==> config.mk <==
export PLATFORM = sky130hd
export DESIGN_NAME = sffd_flags
export DESIGN_NICKNAME = d
export VERILOG_FILES = /design/src/design/sffd_pkg.sv /design/src/design/sffd_flags.sv
export SDC_FILE = /design/constraint.sdc
export NUM_CORES = 1
export LEC_CHECK = 0
export ABC_CLOCK_PERIOD_IN_PS = 1700
export BUFFER_PORTS_ARGS = -buffer_cell sky130_fd_sc_hd__buf_2
export CAP_MARGIN = 0
export CELL_PAD_IN_SITES_DETAIL_PLACEMENT = 1
export CELL_PAD_IN_SITES_GLOBAL_PLACEMENT = 1
export CORE_AREA = 4 4 97 89
export CTS_CLUSTER_DIAMETER = 30
export DETAILED_ROUTE_END_ITERATION = 16
export DIE_AREA = 0 0 101 93
export PLACE_DENSITY_LB_ADDON = 0.1
export REMOVE_ABC_BUFFERS = 1
export SLEW_MARGIN = 10
export SYNTH_ARGS = -nofsm -noshare
export SYNTH_HDL_FRONTEND = slang
export SYNTH_SLANG_ARGS = --single-unit
==> constraint.sdc <==
create_clock -name clk -period 1.7 [get_ports clk]
set_input_delay 0 -clock clk [delete_from_list [all_inputs] [get_ports clk]]
set_output_delay 0 -clock clk [all_outputs]
set_load 0.05 [all_outputs]
==> src/design/sffd_pkg.sv <==
package sffd_pkg;
    // Register byte offsets on the AXI4-Lite slave.
    localparam logic [7:0] STATUS_OFF = 8'h00;
    localparam logic [7:0] TXTRIG_OFF = 8'h04;
    localparam logic [7:0] RXTRIG_OFF = 8'h08;
    localparam logic [7:0] LEVEL_OFF = 8'h0c;
    // Status register field positions.
    localparam int TX_FLAG_BIT = 0;
    localparam int RX_FLAG_BIT = 1;
    // Reset values of the trigger counts.
    localparam logic [4:0] TXTRIG_RST = 5'h08;
    localparam logic [4:0] RXTRIG_RST = 5'h08;
    // AXI response codes.
    localparam logic [1:0] RESP_OKAY = 2'h0;
    localparam logic [1:0] RESP_SLVERR = 2'h2;
    // FIFO level pair reported to software.
    typedef struct packed {
        logic [4:0] rx_level;
        logic [4:0] tx_level;
    } sffd_levels_t;
endpackage : sffd_pkg

==> src/design/sffd_flags.sv <==
// The AXI4-Lite register port and the register offsets were decided locally.
`timescale 1ns/1ps
// Overview of operation
// - Transmit request follows the transmit-empty flag.
// - Transmit request also starts the DMA controller.
// - Clear transmit flag: read one, then write zero.
// - Receive request follows the receive-full flag.
// - Receive-full flag starts DMA drain.
// - Clear receive flag: read one, then write zero.
// - Transmit flag resets while level at or below trigger.
// - Receive flag resets while level above trigger.
module sffd_flags (
    // Clock and reset.
    input wire logic clk,
    input wire logic rst,
    // FIFO levels from the serial port.
    input wire sffd_pkg::sffd_levels_t levels,
    // Requests to CPU and DMA controller.
    output logic tx_irq_request,
    output logic rx_irq_request,
    output logic tx_dma_request,
    output logic rx_dma_request,
    // AXI4-Lite write address and data.
    input wire logic [7:0] s_axi_awaddr,
    input wire logic s_axi_awvalid,
    output logic s_axi_awready,
    input wire logic [31:0] s_axi_wdata,
    input wire logic [3:0] s_axi_wstrb,
    input wire logic s_axi_wvalid,
    output logic s_axi_wready,
    // AXI4-Lite write response.
    output logic [1:0] s_axi_bresp,
    output logic s_axi_bvalid,
    input wire logic s_axi_bready,
    // AXI4-Lite read channels.
    input wire logic [7:0] s_axi_araddr,
    input wire logic s_axi_arvalid,
    output logic s_axi_arready,
    output logic [31:0] s_axi_rdata,
    output logic [1:0] s_axi_rresp,
    output logic s_axi_rvalid,
    input wire logic s_axi_rready
);
    // Held write address and data, with capture flags.
    logic [7:0] aw_q;
    logic aw_have_q;
    logic [31:0] w_q;
    logic [3:0] ws_q;
    logic w_have_q;
    logic bvalid_q;
    logic [1:0] bresp_q;
    logic rvalid_q;
    logic [31:0] rdata_q;
    logic [1:0] rresp_q;
    // Flags, trigger counts and the read-as-one arming bits.
    logic tx_flag_q;
    logic rx_flag_q;
    logic tx_armed_q;
    logic rx_armed_q;
    logic [4:0] tx_trig_q;
    logic [4:0] rx_trig_q;

    // Decode helper used for both address channels.
    function automatic logic is_mapped(input logic [7:0] a);
        return a == sffd_pkg::STATUS_OFF || a == sffd_pkg::TXTRIG_OFF ||
               a == sffd_pkg::RXTRIG_OFF || a == sffd_pkg::LEVEL_OFF;
    endfunction : is_mapped

    // Handshake decode; one write and one read outstanding at most.
    assign s_axi_awready = !aw_have_q && !bvalid_q;
    assign s_axi_wready = !w_have_q && !bvalid_q;
    assign s_axi_arready = !rvalid_q;
    wire wr_fire = aw_have_q && w_have_q && !bvalid_q;
    wire rd_fire = s_axi_arvalid && s_axi_arready;
    wire wr_status = wr_fire && aw_q == sffd_pkg::STATUS_OFF && ws_q[0];
    wire rd_status = rd_fire && s_axi_araddr == sffd_pkg::STATUS_OFF;

    // Level conditions that force the flags to stay set.
    wire tx_cond = levels.tx_level <= tx_trig_q;
    wire rx_cond = levels.rx_level > rx_trig_q;
    // A write of zero clears only after the flag was read as one.
    wire tx_clr = wr_status && !w_q[sffd_pkg::TX_FLAG_BIT] && tx_armed_q;
    wire rx_clr = wr_status && !w_q[sffd_pkg::RX_FLAG_BIT] && rx_armed_q;
    // Set wins over clear so an event in the clear cycle is kept.
    wire tx_flag_d = tx_cond || (tx_flag_q && !tx_clr);
    wire rx_flag_d = rx_cond || (rx_flag_q && !rx_clr);

    // Requests are plain copies of the flags, shared by CPU and DMA.
    // Plain wires keep the DMA controller one cycle closer to the flag.
    assign tx_irq_request = tx_flag_q;
    assign tx_dma_request = tx_flag_q;
    assign rx_irq_request = rx_flag_q;
    assign rx_dma_request = rx_flag_q;

    // Read data mux; unmapped reads return zero with an error code.
    wire [31:0] rd_mux =
        s_axi_araddr == sffd_pkg::STATUS_OFF ? {30'h0, rx_flag_q, tx_flag_q} :
        s_axi_araddr == sffd_pkg::TXTRIG_OFF ? {27'h0, tx_trig_q} :
        s_axi_araddr == sffd_pkg::RXTRIG_OFF ? {27'h0, rx_trig_q} :
        s_axi_araddr == sffd_pkg::LEVEL_OFF ? {22'h0, levels} : 32'h0;

    // Write channel capture, taken in either order.
    always_ff @(posedge clk or posedge rst) begin
        if (rst) begin
            aw_q <= 8'h00;
            aw_have_q <= 1'b0;
            w_q <= 32'h0;
            ws_q <= 4'h0;
            w_have_q <= 1'b0;
        end else begin
            if (s_axi_awvalid && s_axi_awready) begin
                aw_q <= s_axi_awaddr;
                aw_have_q <= 1'b1;
            end else if (wr_fire) begin
                aw_have_q <= 1'b0;
            end
            if (s_axi_wvalid && s_axi_wready) begin
                w_q <= s_axi_wdata;
                ws_q <= s_axi_wstrb;
                w_have_q <= 1'b1;
            end else if (wr_fire) begin
                w_have_q <= 1'b0;
            end
        end
    end

    // Write response, held until the master takes it.
    always_ff @(posedge clk or posedge rst) begin
        if (rst) begin
            bvalid_q <= 1'b0;
            bresp_q <= sffd_pkg::RESP_OKAY;
        end else if (wr_fire) begin
            bvalid_q <= 1'b1;
            bresp_q <= is_mapped(aw_q) ? sffd_pkg::RESP_OKAY : sffd_pkg::RESP_SLVERR;
        end else if (s_axi_bready) begin
            bvalid_q <= 1'b0;
        end
    end

    // Read response, held until the master takes it.
    always_ff @(posedge clk or posedge rst) begin
        if (rst) begin
            rvalid_q <= 1'b0;
            rdata_q <= 32'h0;
            rresp_q <= sffd_pkg::RESP_OKAY;
        end else if (rd_fire) begin
            rvalid_q <= 1'b1;
            rdata_q <= rd_mux;
            rresp_q <= is_mapped(s_axi_araddr) ? sffd_pkg::RESP_OKAY : sffd_pkg::RESP_SLVERR;
        end else if (s_axi_rready) begin
            rvalid_q <= 1'b0;
        end
    end
    assign s_axi_bvalid = bvalid_q;
    assign s_axi_bresp = bresp_q;
    assign s_axi_rvalid = rvalid_q;
    assign s_axi_rdata = rdata_q;
    assign s_axi_rresp = rresp_q;

    // Trigger counts; only the low byte lane carries them.
    // A new count reaches the flags one edge after the count register loads it.
    always_ff @(posedge clk or posedge rst) begin
        if (rst) begin
            tx_trig_q <= sffd_pkg::TXTRIG_RST;
            rx_trig_q <= sffd_pkg::RXTRIG_RST;
        end else if (wr_fire && ws_q[0]) begin
            if (aw_q == sffd_pkg::TXTRIG_OFF) tx_trig_q <= w_q[4:0];
            if (aw_q == sffd_pkg::RXTRIG_OFF) rx_trig_q <= w_q[4:0];
        end
    end

    // Flags and arming. Arming records a read of one; a status write with byte lane 0 on
    // consumes it, so a blind zero write without a prior read is ignored.
    always_ff @(posedge clk or posedge rst) begin
        if (rst) begin
            tx_flag_q <= 1'b0;
            rx_flag_q <= 1'b0;
            tx_armed_q <= 1'b0;
            rx_armed_q <= 1'b0;
        end else begin
            tx_flag_q <= tx_flag_d;
            rx_flag_q <= rx_flag_d;
            if (rd_status && tx_flag_q) tx_armed_q <= 1'b1;
            else if (wr_status || !tx_flag_q) tx_armed_q <= 1'b0;
            if (rd_status && rx_flag_q) rx_armed_q <= 1'b1;
            else if (wr_status || !rx_flag_q) rx_armed_q <= 1'b0;
        end
    end

    // Checks beside the logic they guard.
    tx_req_follow_a: assert property (@(posedge clk) disable iff (rst)
        tx_irq_request == tx_flag_q && tx_dma_request == tx_flag_q)
        else $error("tx request differs from flag");
    rx_req_follow_a: assert property (@(posedge clk) disable iff (rst)
        rx_irq_request == rx_flag_q && rx_dma_request == rx_flag_q)
        else $error("rx request differs from flag");
    tx_dma_src_a: assert property (@(posedge clk) disable iff (rst)
        $rose(tx_flag_q) |-> tx_dma_request)
        else $error("tx dma request missing");
    rx_dma_src_a: assert property (@(posedge clk) disable iff (rst)
        $rose(rx_flag_q) |-> rx_dma_request)
        else $error("rx dma request missing");
    tx_reset_set_a: assert property (@(posedge clk) disable iff (rst)
        tx_cond |=> tx_flag_q)
        else $error("tx flag not set at low level");
    rx_reset_set_a: assert property (@(posedge clk) disable iff (rst)
        rx_cond |=> rx_flag_q)
        else $error("rx flag not set at high level");
    tx_blind_clr_a: assert property (@(posedge clk) disable iff (rst)
        tx_flag_q && !tx_armed_q |=> tx_flag_q)
        else $error("tx flag cleared without read");
    rx_blind_clr_a: assert property (@(posedge clk) disable iff (rst)
        rx_flag_q && !rx_armed_q |=> rx_flag_q)
        else $error("rx flag cleared without read");
    tx_clear_cov: cover property (@(posedge clk) disable iff (rst) tx_clr && !tx_cond);
    rx_clear_cov: cover property (@(posedge clk) disable iff (rst) rx_clr && !rx_cond);
    tx_reset_cov: cover property (@(posedge clk) disable iff (rst) tx_clr && tx_cond);
    rx_reset_cov: cover property (@(posedge clk) disable iff (rst) rx_clr && rx_cond);

    // A request may only drop through the read-one, write-zero clear path.
    tx_clear_path_a: assert property (@(posedge clk) disable iff (rst)
        $fell(tx_irq_request) |-> $past(tx_armed_q) && $past(wr_status) && !$past(tx_cond))
        else $error("tx request dropped without clear");
    rx_clear_path_a: assert property (@(posedge clk) disable iff (rst)
        $fell(rx_irq_request) |-> $past(rx_armed_q) && $past(wr_status) && !$past(rx_cond))
        else $error("rx request dropped without clear");
endmodule : sffd_flags

Yosys cells after proc, flatten, opt, wreduce, memory -nomap -nowiden

Index checks and enable logic that the tools add are counted.

Eq/ne operators: 6
Magnitude comparators: 2
Reductions and logical operators: 49
Mux-type cells: 17

Operators with widths:

| kind                 | number |
|---|---|
| $mux W10             | 4 |
| $eq A8 B4 Y1 const B | 4 |
| $logic_and A1 B1 Y1  | 19 |
| $eq A8 B3 Y1 const B | 2 |
| $logic_not A8 Y1     | 2 |
| $reduce_bool A2 Y1   | 6 |
| $mux W1              | 11 |
| $logic_not A1 Y1     | 10 |
| $logic_or A1 B1 Y1   | 10 |
| $gt A5 B5 Y1         | 1 |
| $le A5 B5 Y1         | 1 |
| $mux W2              | 2 |
| $reduce_and A2 Y1    | 2 |

Word-level logic and storage cells: 90
Output and inout bits: 45
Input port bits: 69
Bits in registers: 68

Depth between registers and ports, before layout

Gate-level depths: netlist of the first run.

Word-level depth: 9
Gate-level depth with buffers: 6
Gate-level depth less buffers: 6

Worst setup path before layout of the first run

Ideal clock, no wire load.

Path type: register -> register
From: reg bvalid_q (netlist: s_axi_bvalid)
To: reg aw_q[0]
Period minus slack after synthesis: 2.315 ns
Path slack: -0.615 ns
Data arrival time: 2.190 ns
Stages on the path, launching flop included: 5
Data required time: 1.575 ns
Path buffers: 1
Cells stage by stage: dfrtp_1 nor2_1 and2_1 clkbuf_1 mux2_2

Longest elaborated chain between the ends: 3

RTL lines:

| element                | RTL line          | RTL |
|---|---|---|
| start, declared        | sffd_flags.sv:50  | `logic bvalid_q;` |
| start signal, assigned | sffd_flags.sv:130 | `bvalid_q <= 1'b0;` |
| start signal, assigned | sffd_flags.sv:133 | `bvalid_q <= 1'b1;` |
| start signal, assigned | sffd_flags.sv:136 | `bvalid_q <= 1'b0;` |
| $logic_not A1 Y1       | sffd_flags.sv:70  | `assign s_axi_awready = !aw_have_q && !bvalid_q;` |
| $logic_and A1 B1 Y1    | sffd_flags.sv:70  |  |
| net s_axi_awready      | sffd_flags.sv:26  | `output logic s_axi_awready,` |
| $logic_and A1 B1 Y1    | sffd_flags.sv:111 | `if (s_axi_awvalid && s_axi_awready) begin` |
| end signal, assigned   | sffd_flags.sv:112 | `aw_q <= s_axi_awaddr;` |
| end, declared          | sffd_flags.sv:45  | `logic [7:0] aw_q;` |

The timed path passes the listed nets, and every way through them passes these cells.
A chain may end at the register's enable or synchronous reset.

Worst setup path in the final report of the first run

From: reg aw_q[0]
To: reg rx_trig_q[4]

Longest elaborated chain between the ends: 2

RTL lines:

| element                            | RTL line          | RTL |
|---|---|---|
| $eq A8 B4 Y1                       | sffd_flags.sv:168 | `if (aw_q == sffd_pkg::RXTRIG_OFF) rx_trig_q <= w_q[4:0];` |
| $reduce_and A2 Y1 (no source line) | -                 |  |
| end signal, assigned               | sffd_flags.sv:165 | `rx_trig_q <= sffd_pkg::RXTRIG_RST;` |
| end signal, assigned               | sffd_flags.sv:168 |  |
| end, declared                      | sffd_flags.sv:61  | `logic [4:0] rx_trig_q;` |

No other way between the ends.

==> metrics.csv, run 1 <==
stage,metric,value,unit
global_routing,met1 usage in global routing,15.6,%
synth,post-synthesis sequential area ratio,47.7,%
synth,asr flop ratio synth,100,%
finish,"commonest non-fill, non-tap cell in the layout",buf_2,
placed_design,Cells after DPL,368,
worst_setup_path,Crit Path Class,reg -> reg,
sta,Clock Skew,0.00760,ns
sta,post-route minimum period,1.75,ns
finish,Fillers,870,
cts,CTS buffer count,5,
die,die height,93,µm
synth,Area contributors post-synth,"dfrtp_1 45%, buf_4 8.4%, mux2_2 6.8%",
cts,clk root buf,clkbuf_8,
power_and_ir_drop,Internal Power,2.16,mW
cts,H-tree Lvls,2,
sta,Fin Setup TNS,-0.334,ns
synth,Yosys cell types,33,
synth,Post-synth top flop,dfrtp_1,
synth,cells after synthesis,208,
route,routed vias,1784,
placed_design,gpl congestion,0.680,
die,Die Span X,101,µm
power_and_ir_drop,total chip power,3.39,mW
power_and_ir_drop,sequential share of power,44.8,%
worst_setup_path,"Cell Chain, Critical Path","nor4_2, buf_4, nand4_1, nor3b_2, buf_4, mux2_4",
global_routing,initial antenna violation count,0,
worst_setup_path,CP dominant cell by count,buf_4,
run,Max Cap Viol,0,
worst_setup_path,Critical R2R Launch,aw_q[0],
sta,hold_ws,0.0344,ns
finish,"Cell Count, Final, Fillers Out",401,
sta,Setup WS post-layout,-0.0506,ns
global_routing,GRT busiest layer,met2,
sta,"Hold Vio Cnt, Final",0,
finish,antenna diode count,0,
worst_setup_path,Crit-path slowest cell,dfrtp_1,
sta,Final Max Tran Viols,0,
cts,CTS Buffer Depth,2,
synth,"flops & latches, synth",44,
route,Pre-antenna DRT Iters,4,
power_and_ir_drop,Static Leak,1.48,nW
status,failing checks,setup timing,
sta,unrepaired setup endpoints after global routing,yes,
global_routing,vias in the first global route,1860,
route,WL/cell,14.0,µm
global_routing,first-pass GRT wire length,9.03,mm
worst_setup_path,arrival time worst endpoint,1.93,ns
cts,CTS sink count,44,
synth,Synth top area share,45.4,%
worst_setup_path,crit-path max FO,3,
die,FP Rows,30,
route,Initial DRC Count,14,
finish,Reg area,0.00110,mm²
finish,share of layout cells above drive strength 1,38.4,%
power_and_ir_drop,sw frac,36.3,%
sta,final worst-path cycle share,103,%
worst_setup_path,FF-to-FF path depth,6,
worst_setup_path,reg2reg end,rx_trig_q[4],
worst_setup_path,Top delay family on crit path,simple AND/OR/NAND/NOR gates,
worst_setup_path,R2R setup slack,-0.05,ns
route,DRT antenna net count,0,
hold_path,worst hold path type,in -> reg,
worst_setup_path,Setup crit end,rx_trig_q[4],
worst_setup_path,Critical Path End Type,flop,
die,io pins,114,
global_routing,Tot GR Track Use,12.2,%
finish,multi-input logic area,0.00106,mm²
power_and_ir_drop,NetSw,1.23,mW
finish,most frequent cells in the layout,"59 x buf_2, 42 x dfrtp_1, 24 x conb_1, 24 x dlygate4sd3_1, 17 x inv_1",
sta,# setup viols final,9,
global_routing,largest net degree at the start of global routing,17,
finish,Synth-to-Final Area Change,34.0,%
worst_setup_path,CP max stage delay,0.40,ns
power_and_ir_drop,Max rail drop VDD,0.641,mV
sta,Peak Freq,571,MHz
status,status,"complete, but fails checks",
power_and_ir_drop,pwr dens,1090,mW/mm²
worst_setup_path,Setup crit start,aw_q[0],
synth,cell accounting for the most synthesized area,dfrtp_1,
synth,"Avg Cell Area, Syn",11.1,µm²
worst_setup_path,Critical path buffers and inverters,2,
die,die area,0.00939,mm²
route,Vias per Instance,4.45,
route,drc violations,0,
synth,Post-synth EDFFs,0,
finish,net count reported at finish,383,
worst_setup_path,CP Data Required Time,1.88,ns
power_and_ir_drop,Clock Power Share,20.5,%
global_routing,GR Overflow Total,0,
cts,clock-pin slew of the registers on the worst-case setup and hold paths,0.09,ns
placed_design,I/O Buffers,59,
global_routing,met3 usage,2.98,%
die,Initial Util,30.7,%
die,Core ar.,0.00754,mm²
cts,CTS tree,done,
power_and_ir_drop,Comb pwr share,34.7,%
synth,Syn Std Cell Area,0.00231,mm²
route,Final Routed Wirelength,5.61,mm
placed_design,Post-Place Worst Slack,-0.138,ns
placed_design,Detailed Place HPWL,4.44,mm
worst_setup_path,Critical Path Stages,6,
synth,Yosys Warn Count,0,
global_routing,met2 Usage GRT,21.1,%
worst_setup_path,Setup crit start kind,flop,
cts,worst-skew pair later-pin latency,0.29,ns
## worst reg2reg max path, stage by stage (launching register included)
cell	delay [ns]
dfrtp_1	0.40
nor4_2	0.27
buf_4	0.15
nand4_1	0.13
nor3b_2	0.23
buf_4	0.17
mux2_4	0.30
## power groups by stage
stage | Combinational (mW) | Sequential (mW) | Clock, mW
after global routing | 1.28 | 1.56 | 0.777
after global placement | 1.09 | 1.54 | 0
after floorplan | 0.737 | 1.54 | 0
final | 1.18 | 1.52 | 0.696
after detailed placement | 1.11 | 1.53 | 0
after CTS | 1.17 | 1.53 | 0.733
## per-layer routing
| metal | share of wire (%) | up-vias | wire length [µm] |
|---|---|---|---|
| met5 | 0 | - | 0 |
| li1 | - | 866 | - |
| met3 | 7.0 | 2 | 391 |
| met2 | 48 | 61 | 2710 |
| met1 | 44 | 855 | 2490 |
| met4 | 0.41 | 0 | 23 |
## layout make-up
type,instances,area share (%)
multi-input cells,137,34.3
inverters,18,2.18
well taps,96,3.87
repair buffers,98,20.9
clock inverters,2,0.484
flip-flops and latches,44,35.6
clock buffers,6,2.66
## what timing repair did
action                                  4_1_cts  5_1_grt
setup buffers                                 0        1
endpoints found under the setup margin       20       19
hold buffers                                 24        0
endpoints found under the hold margin        36        0
pin swaps                                     3        4
gates resized for setup                       9        5
## cell families (layout without fill, tap and decap cells)
kind of cell	count (synthesis)	after routing	synth area share, %
buf+inv	50	124	12.3
simple gates	45	45	11.6
flops	44	44	47.7
compound gates	32	32	9.24
mux	26	26	13.6
fa+ha+maj	10	10	5.41
other cells	1	24	0.162
## sequential cells by signal, indices dropped and copies added, names as in the netlist, 5 cells and up
| register | count |
|---|---|
| w_q | 5 |
| s_axi_rdata | 10 |
| tx_trig_q | 5 |
| rx_trig_q | 5 |
| aw_q | 8 |
## worst min-delay path by stage
stage | start | end | slack, ns | depth (start not counted)
5_1_grt | s_axi_arvalid | s_axi_rdata[3] | 0.04 | 4
3_5_place_dp | rst | rx_dma_request | -0.02 | 2
6_report | s_axi_arvalid | s_axi_rdata[3] | 0.03 | 4
3_3_place_gp | rst | rx_dma_request | -0.01 | 2
2_1_floorplan | s_axi_bready | s_axi_bvalid | 0.09 | 1
4_1_cts | s_axi_arvalid | s_axi_rdata[3] | 0.05 | 4
## synthesized netlist by cell type, types with 3 or more instances
master	instances
nor4_1	4
buf_4	26
dfrtp_1	42
a21oi_1	6
o21ai_1	5
a22o_1	5
nand2b_1	6
o21ai_0	4
inv_1	18
nand4_1	4
ha_1	10
a32oi_1	3
clkbuf_1	6
mux2_1	10
a21boi_1	3
nand2_1	14
mux2_2	14
nor2_1	7
## through the flow
stage	area, µm²	utilization (%)
after global placement	2700	35.8
after global routing	3100	41.1
after detailed placement	2700	35.8
after CTS	3080	40.8
final	3100	41.1
after floorplan	2180	-
(Power assumes the default switching activity.)
==> inputs of run 2 (changes only) <==
- ABC_CLOCK_PERIOD_IN_PS: 1700 -> 1500
- clock period: 1.7 -> 1.5 ns (I/O delays scaled with it)
==> run 2 against run 1 <==
  * The run still ends with setup timing left
  * Sequential power grew 12%
  * Critical path depth stayed put
  * Wire length rose by 5.8%
  * Highest routed layer unchanged
  * Clock power increased by 33%
  * Maximum frequency is 1.6% higher
  * Global-route usage increased by 1.2 points
  * Setup slack got worse by 0.17 ns
  * Critical endpoint is now tx_trig_q[1]
  * Critical path type unchanged
  * Clock skew is 0.0011 ns higher
  * Non-clock buffer count up 10
==> metrics.csv, run 2 (synthesis gave the netlist of run 1 again) <==
stage,metric,value,unit,change
worst_setup_path,Crit Path Class,reg -> reg,,
worst_setup_path,reg2reg end,tx_trig_q[1],,
global_routing,largest net degree at the start of global routing,45,,+28
power_and_ir_drop,sequential share of power,40.5,%,-4.3 points
finish,Fillers,866,,-0.46%
route,Vias per Instance,4.44,,-0.19%
route,routed vias,1825,,+2.3%
placed_design,gpl congestion,0.684,,+0.66%
route,Final Routed Wirelength,5.94,mm,+5.8%
sta,post-route minimum period,1.72,ns,-0.0268 ns
worst_setup_path,Critical R2R Launch,aw_q[6],,
finish,multi-input logic area,0.00109,mm²,+2.7%
run,Max Cap Viol,0,,unchanged
cts,CTS Buffer Depth,2,,unchanged
finish,net count reported at finish,393,,+2.6%
cts,CTS sink count,44,,unchanged
finish,Reg area,0.00110,mm²,unchanged
worst_setup_path,Critical path buffers and inverters,2,,unchanged
worst_setup_path,Top delay family on crit path,simple AND/OR/NAND/NOR gates,,
finish,flip-flop count of the largest register after layout,10,,unchanged
cts,H-tree Lvls,2,,unchanged
sta,hold_ws,0.143,ns,+0.108 ns
sta,Setup WS post-layout,-0.224,ns,-0.173 ns
sta,final worst-path cycle share,115,%,+12 points
placed_design,I/O Buffers,59,,unchanged
power_and_ir_drop,sw frac,34.8,%,-1.5 points
global_routing,GR Overflow Total,0,,unchanged
finish,Synth-to-Final Area Change,41.0,%,
die,io pins,114,,unchanged
worst_setup_path,arrival time worst endpoint,1.91,ns,-0.02 ns
sta,Clock Skew,0.00867,ns,+0.00108 ns
worst_setup_path,CP Data Required Time,1.68,ns,-0.20 ns
power_and_ir_drop,Max rail drop VDD,0.648,mV,+0.99%
power_and_ir_drop,Internal Power,2.74,mW,+27%
sta,# setup viols final,18,,+9
power_and_ir_drop,Static Leak,1.56,nW,+5.8%
finish,share of layout cells above drive strength 1,41.9,%,+3.5 points
route,DRT antenna net count,0,,unchanged
global_routing,vias in the first global route,1969,,+5.9%
cts,worst-skew pair later-pin latency,0.30,ns,about the same
die,Initial Util,30.7,%,unchanged
power_and_ir_drop,pwr dens,1290,mW/mm²,+18%
power_and_ir_drop,Clock Power Share,22.1,%,+1.6 points
hold_path,worst hold path type,in -> reg,,
worst_setup_path,Crit-path slowest cell,dfrtp_1,,
worst_setup_path,Setup crit start,aw_q[6],,
worst_setup_path,R2R setup slack,-0.22,ns,-0.17 ns
die,Die Span X,101,µm,unchanged
worst_setup_path,Critical Path Stages,6,,unchanged
global_routing,initial antenna violation count,0,,unchanged
power_and_ir_drop,Comb pwr share,37.4,%,+2.7 points
worst_setup_path,Setup crit start kind,flop,,
sta,Peak Freq,580,MHz,+1.6%
finish,antenna diode count,0,,unchanged
finish,"commonest non-fill, non-tap cell in the layout",buf_2,,
global_routing,first-pass GRT wire length,9.83,mm,+8.8%
finish,most frequent cells in the layout,"59 x buf_2, 42 x dfrtp_1, 24 x conb_1, 24 x dlygate4sd3_1, 19 x buf_4",,
worst_setup_path,Setup crit end,tx_trig_q[1],,
sta,"Hold Vio Cnt, Final",0,,unchanged
worst_setup_path,"Cell Chain, Critical Path","nor4_2, buf_4, nand4_1, nor3b_2, buf_4, mux2_4",,
cts,CTS buffer count,5,,unchanged
route,WL/cell,14.4,µm,+3.2%
route,Initial DRC Count,34,,+20
cts,clock-pin slew of the registers on the worst-case setup and hold paths,0.09,ns,about the same
worst_setup_path,FF-to-FF path depth,6,,unchanged
sta,worst-margin pin slew,0.563,ns,
die,die height,93,µm,unchanged
worst_setup_path,CP max stage delay,0.39,ns,about the same
placed_design,Post-Place Worst Slack,-0.305,ns,-0.167 ns
cts,clk root buf,clkbuf_8,,
power_and_ir_drop,NetSw,1.47,mW,+19%
die,FP Rows,30,,unchanged
route,drc violations,0,,unchanged
die,Core ar.,0.00754,mm²,unchanged
global_routing,Tot GR Track Use,13.4,%,+1.2 points
status,status,"complete, but fails checks",,
worst_setup_path,Critical Path End Type,flop,,
sta,unrepaired setup endpoints after global routing,yes,,
worst_setup_path,crit-path max FO,5,,+2
cts,CTS tree,done,,
placed_design,Detailed Place HPWL,4.54,mm,+2.1%
route,Pre-antenna DRT Iters,4,,unchanged
sta,Final Max Tran Viols,0,,unchanged
die,die area,0.00939,mm²,unchanged
status,failing checks,setup timing,,
sta,slew margin rel.,62.5,%,
worst_setup_path,CP dominant cell by count,buf_4,,
[run 2: worst min path at each step]
stage / end / start / cells after the start
final: s_axi_rdata[4] / s_axi_araddr[3] / 3
after global routing: s_axi_rdata[3] / s_axi_araddr[3] / 3
after CTS: s_axi_rdata[2] / s_axi_araddr[3] / 3
after detailed placement: rx_dma_request / rst / 3
after global placement: rx_dma_request / rst / 3
after floorplan: s_axi_bvalid / s_axi_bready / 1
[run 2: layer usage]
| metal | GRT usage [%] | share of wire, % |
|---|---|---|
| met1 | 16.9 | 44 |
| met2 | 23.3 | 49 |
| met3 | 2.54 | 6.0 |
| met4 | 3.99 | 0.89 |
| met5 | 0 | 0 |
[run 2: power by group through the flow]
stage | Combinational (mW) | Clock (mW) | Sequential (mW)
finish | 1.58 | 0.929 | 1.70
global route | 1.73 | 1.02 | 1.75
CTS | 1.56 | 0.973 | 1.71
global placement | 1.47 | 0 | 1.71
detailed placement | 1.48 | 0 | 1.72
floorplan | 0.835 | 0 | 1.74
[run 2: metrics by stage]
step / cells / cell area, µm² / TNS [ns] / utilization (%) / total power [mW]
2_1_floorplan: 199 / 2180 / -18.69 / - / 2.58
4_1_cts: 410 / 3210 / -2.75 / 42.5 / 4.24
3_5_place_dp: 377 / 2800 / -3.14 / 37.1 / 3.20
3_3_place_gp: 377 / 2800 / -2.73 / 37.1 / 3.18
5_1_grt: 411 / 3260 / -4.51 / 43.3 / 4.50
6_report: 411 / 3260 / -2.65 / 43.3 / 4.21
[run 2: final cells by class]
cell class,count,share of cell area [%]
Timing Repair Buffer,108,23.4
Clock inverter,3,1.46
Sequential cell,44,33.8
Clock buffer,5,2.11
Multi-Input combinational cell,137,33.5
Tap cell,96,3.68
Inverter,18,2.07
[run 2: what timing repair did]
action,in CTS,in global routing
setup endpoints to repair,22,27
setup buffers,1,2
hold buffers,24,0
pin swaps,8,6
hold endpoints to repair,65,0
resized for setup,12,13
[run 2: worst min-delay path: stages]
cell,delay (ns)
buf_2,0.19
o21bai_4,0.17
o21ai_2,0.05
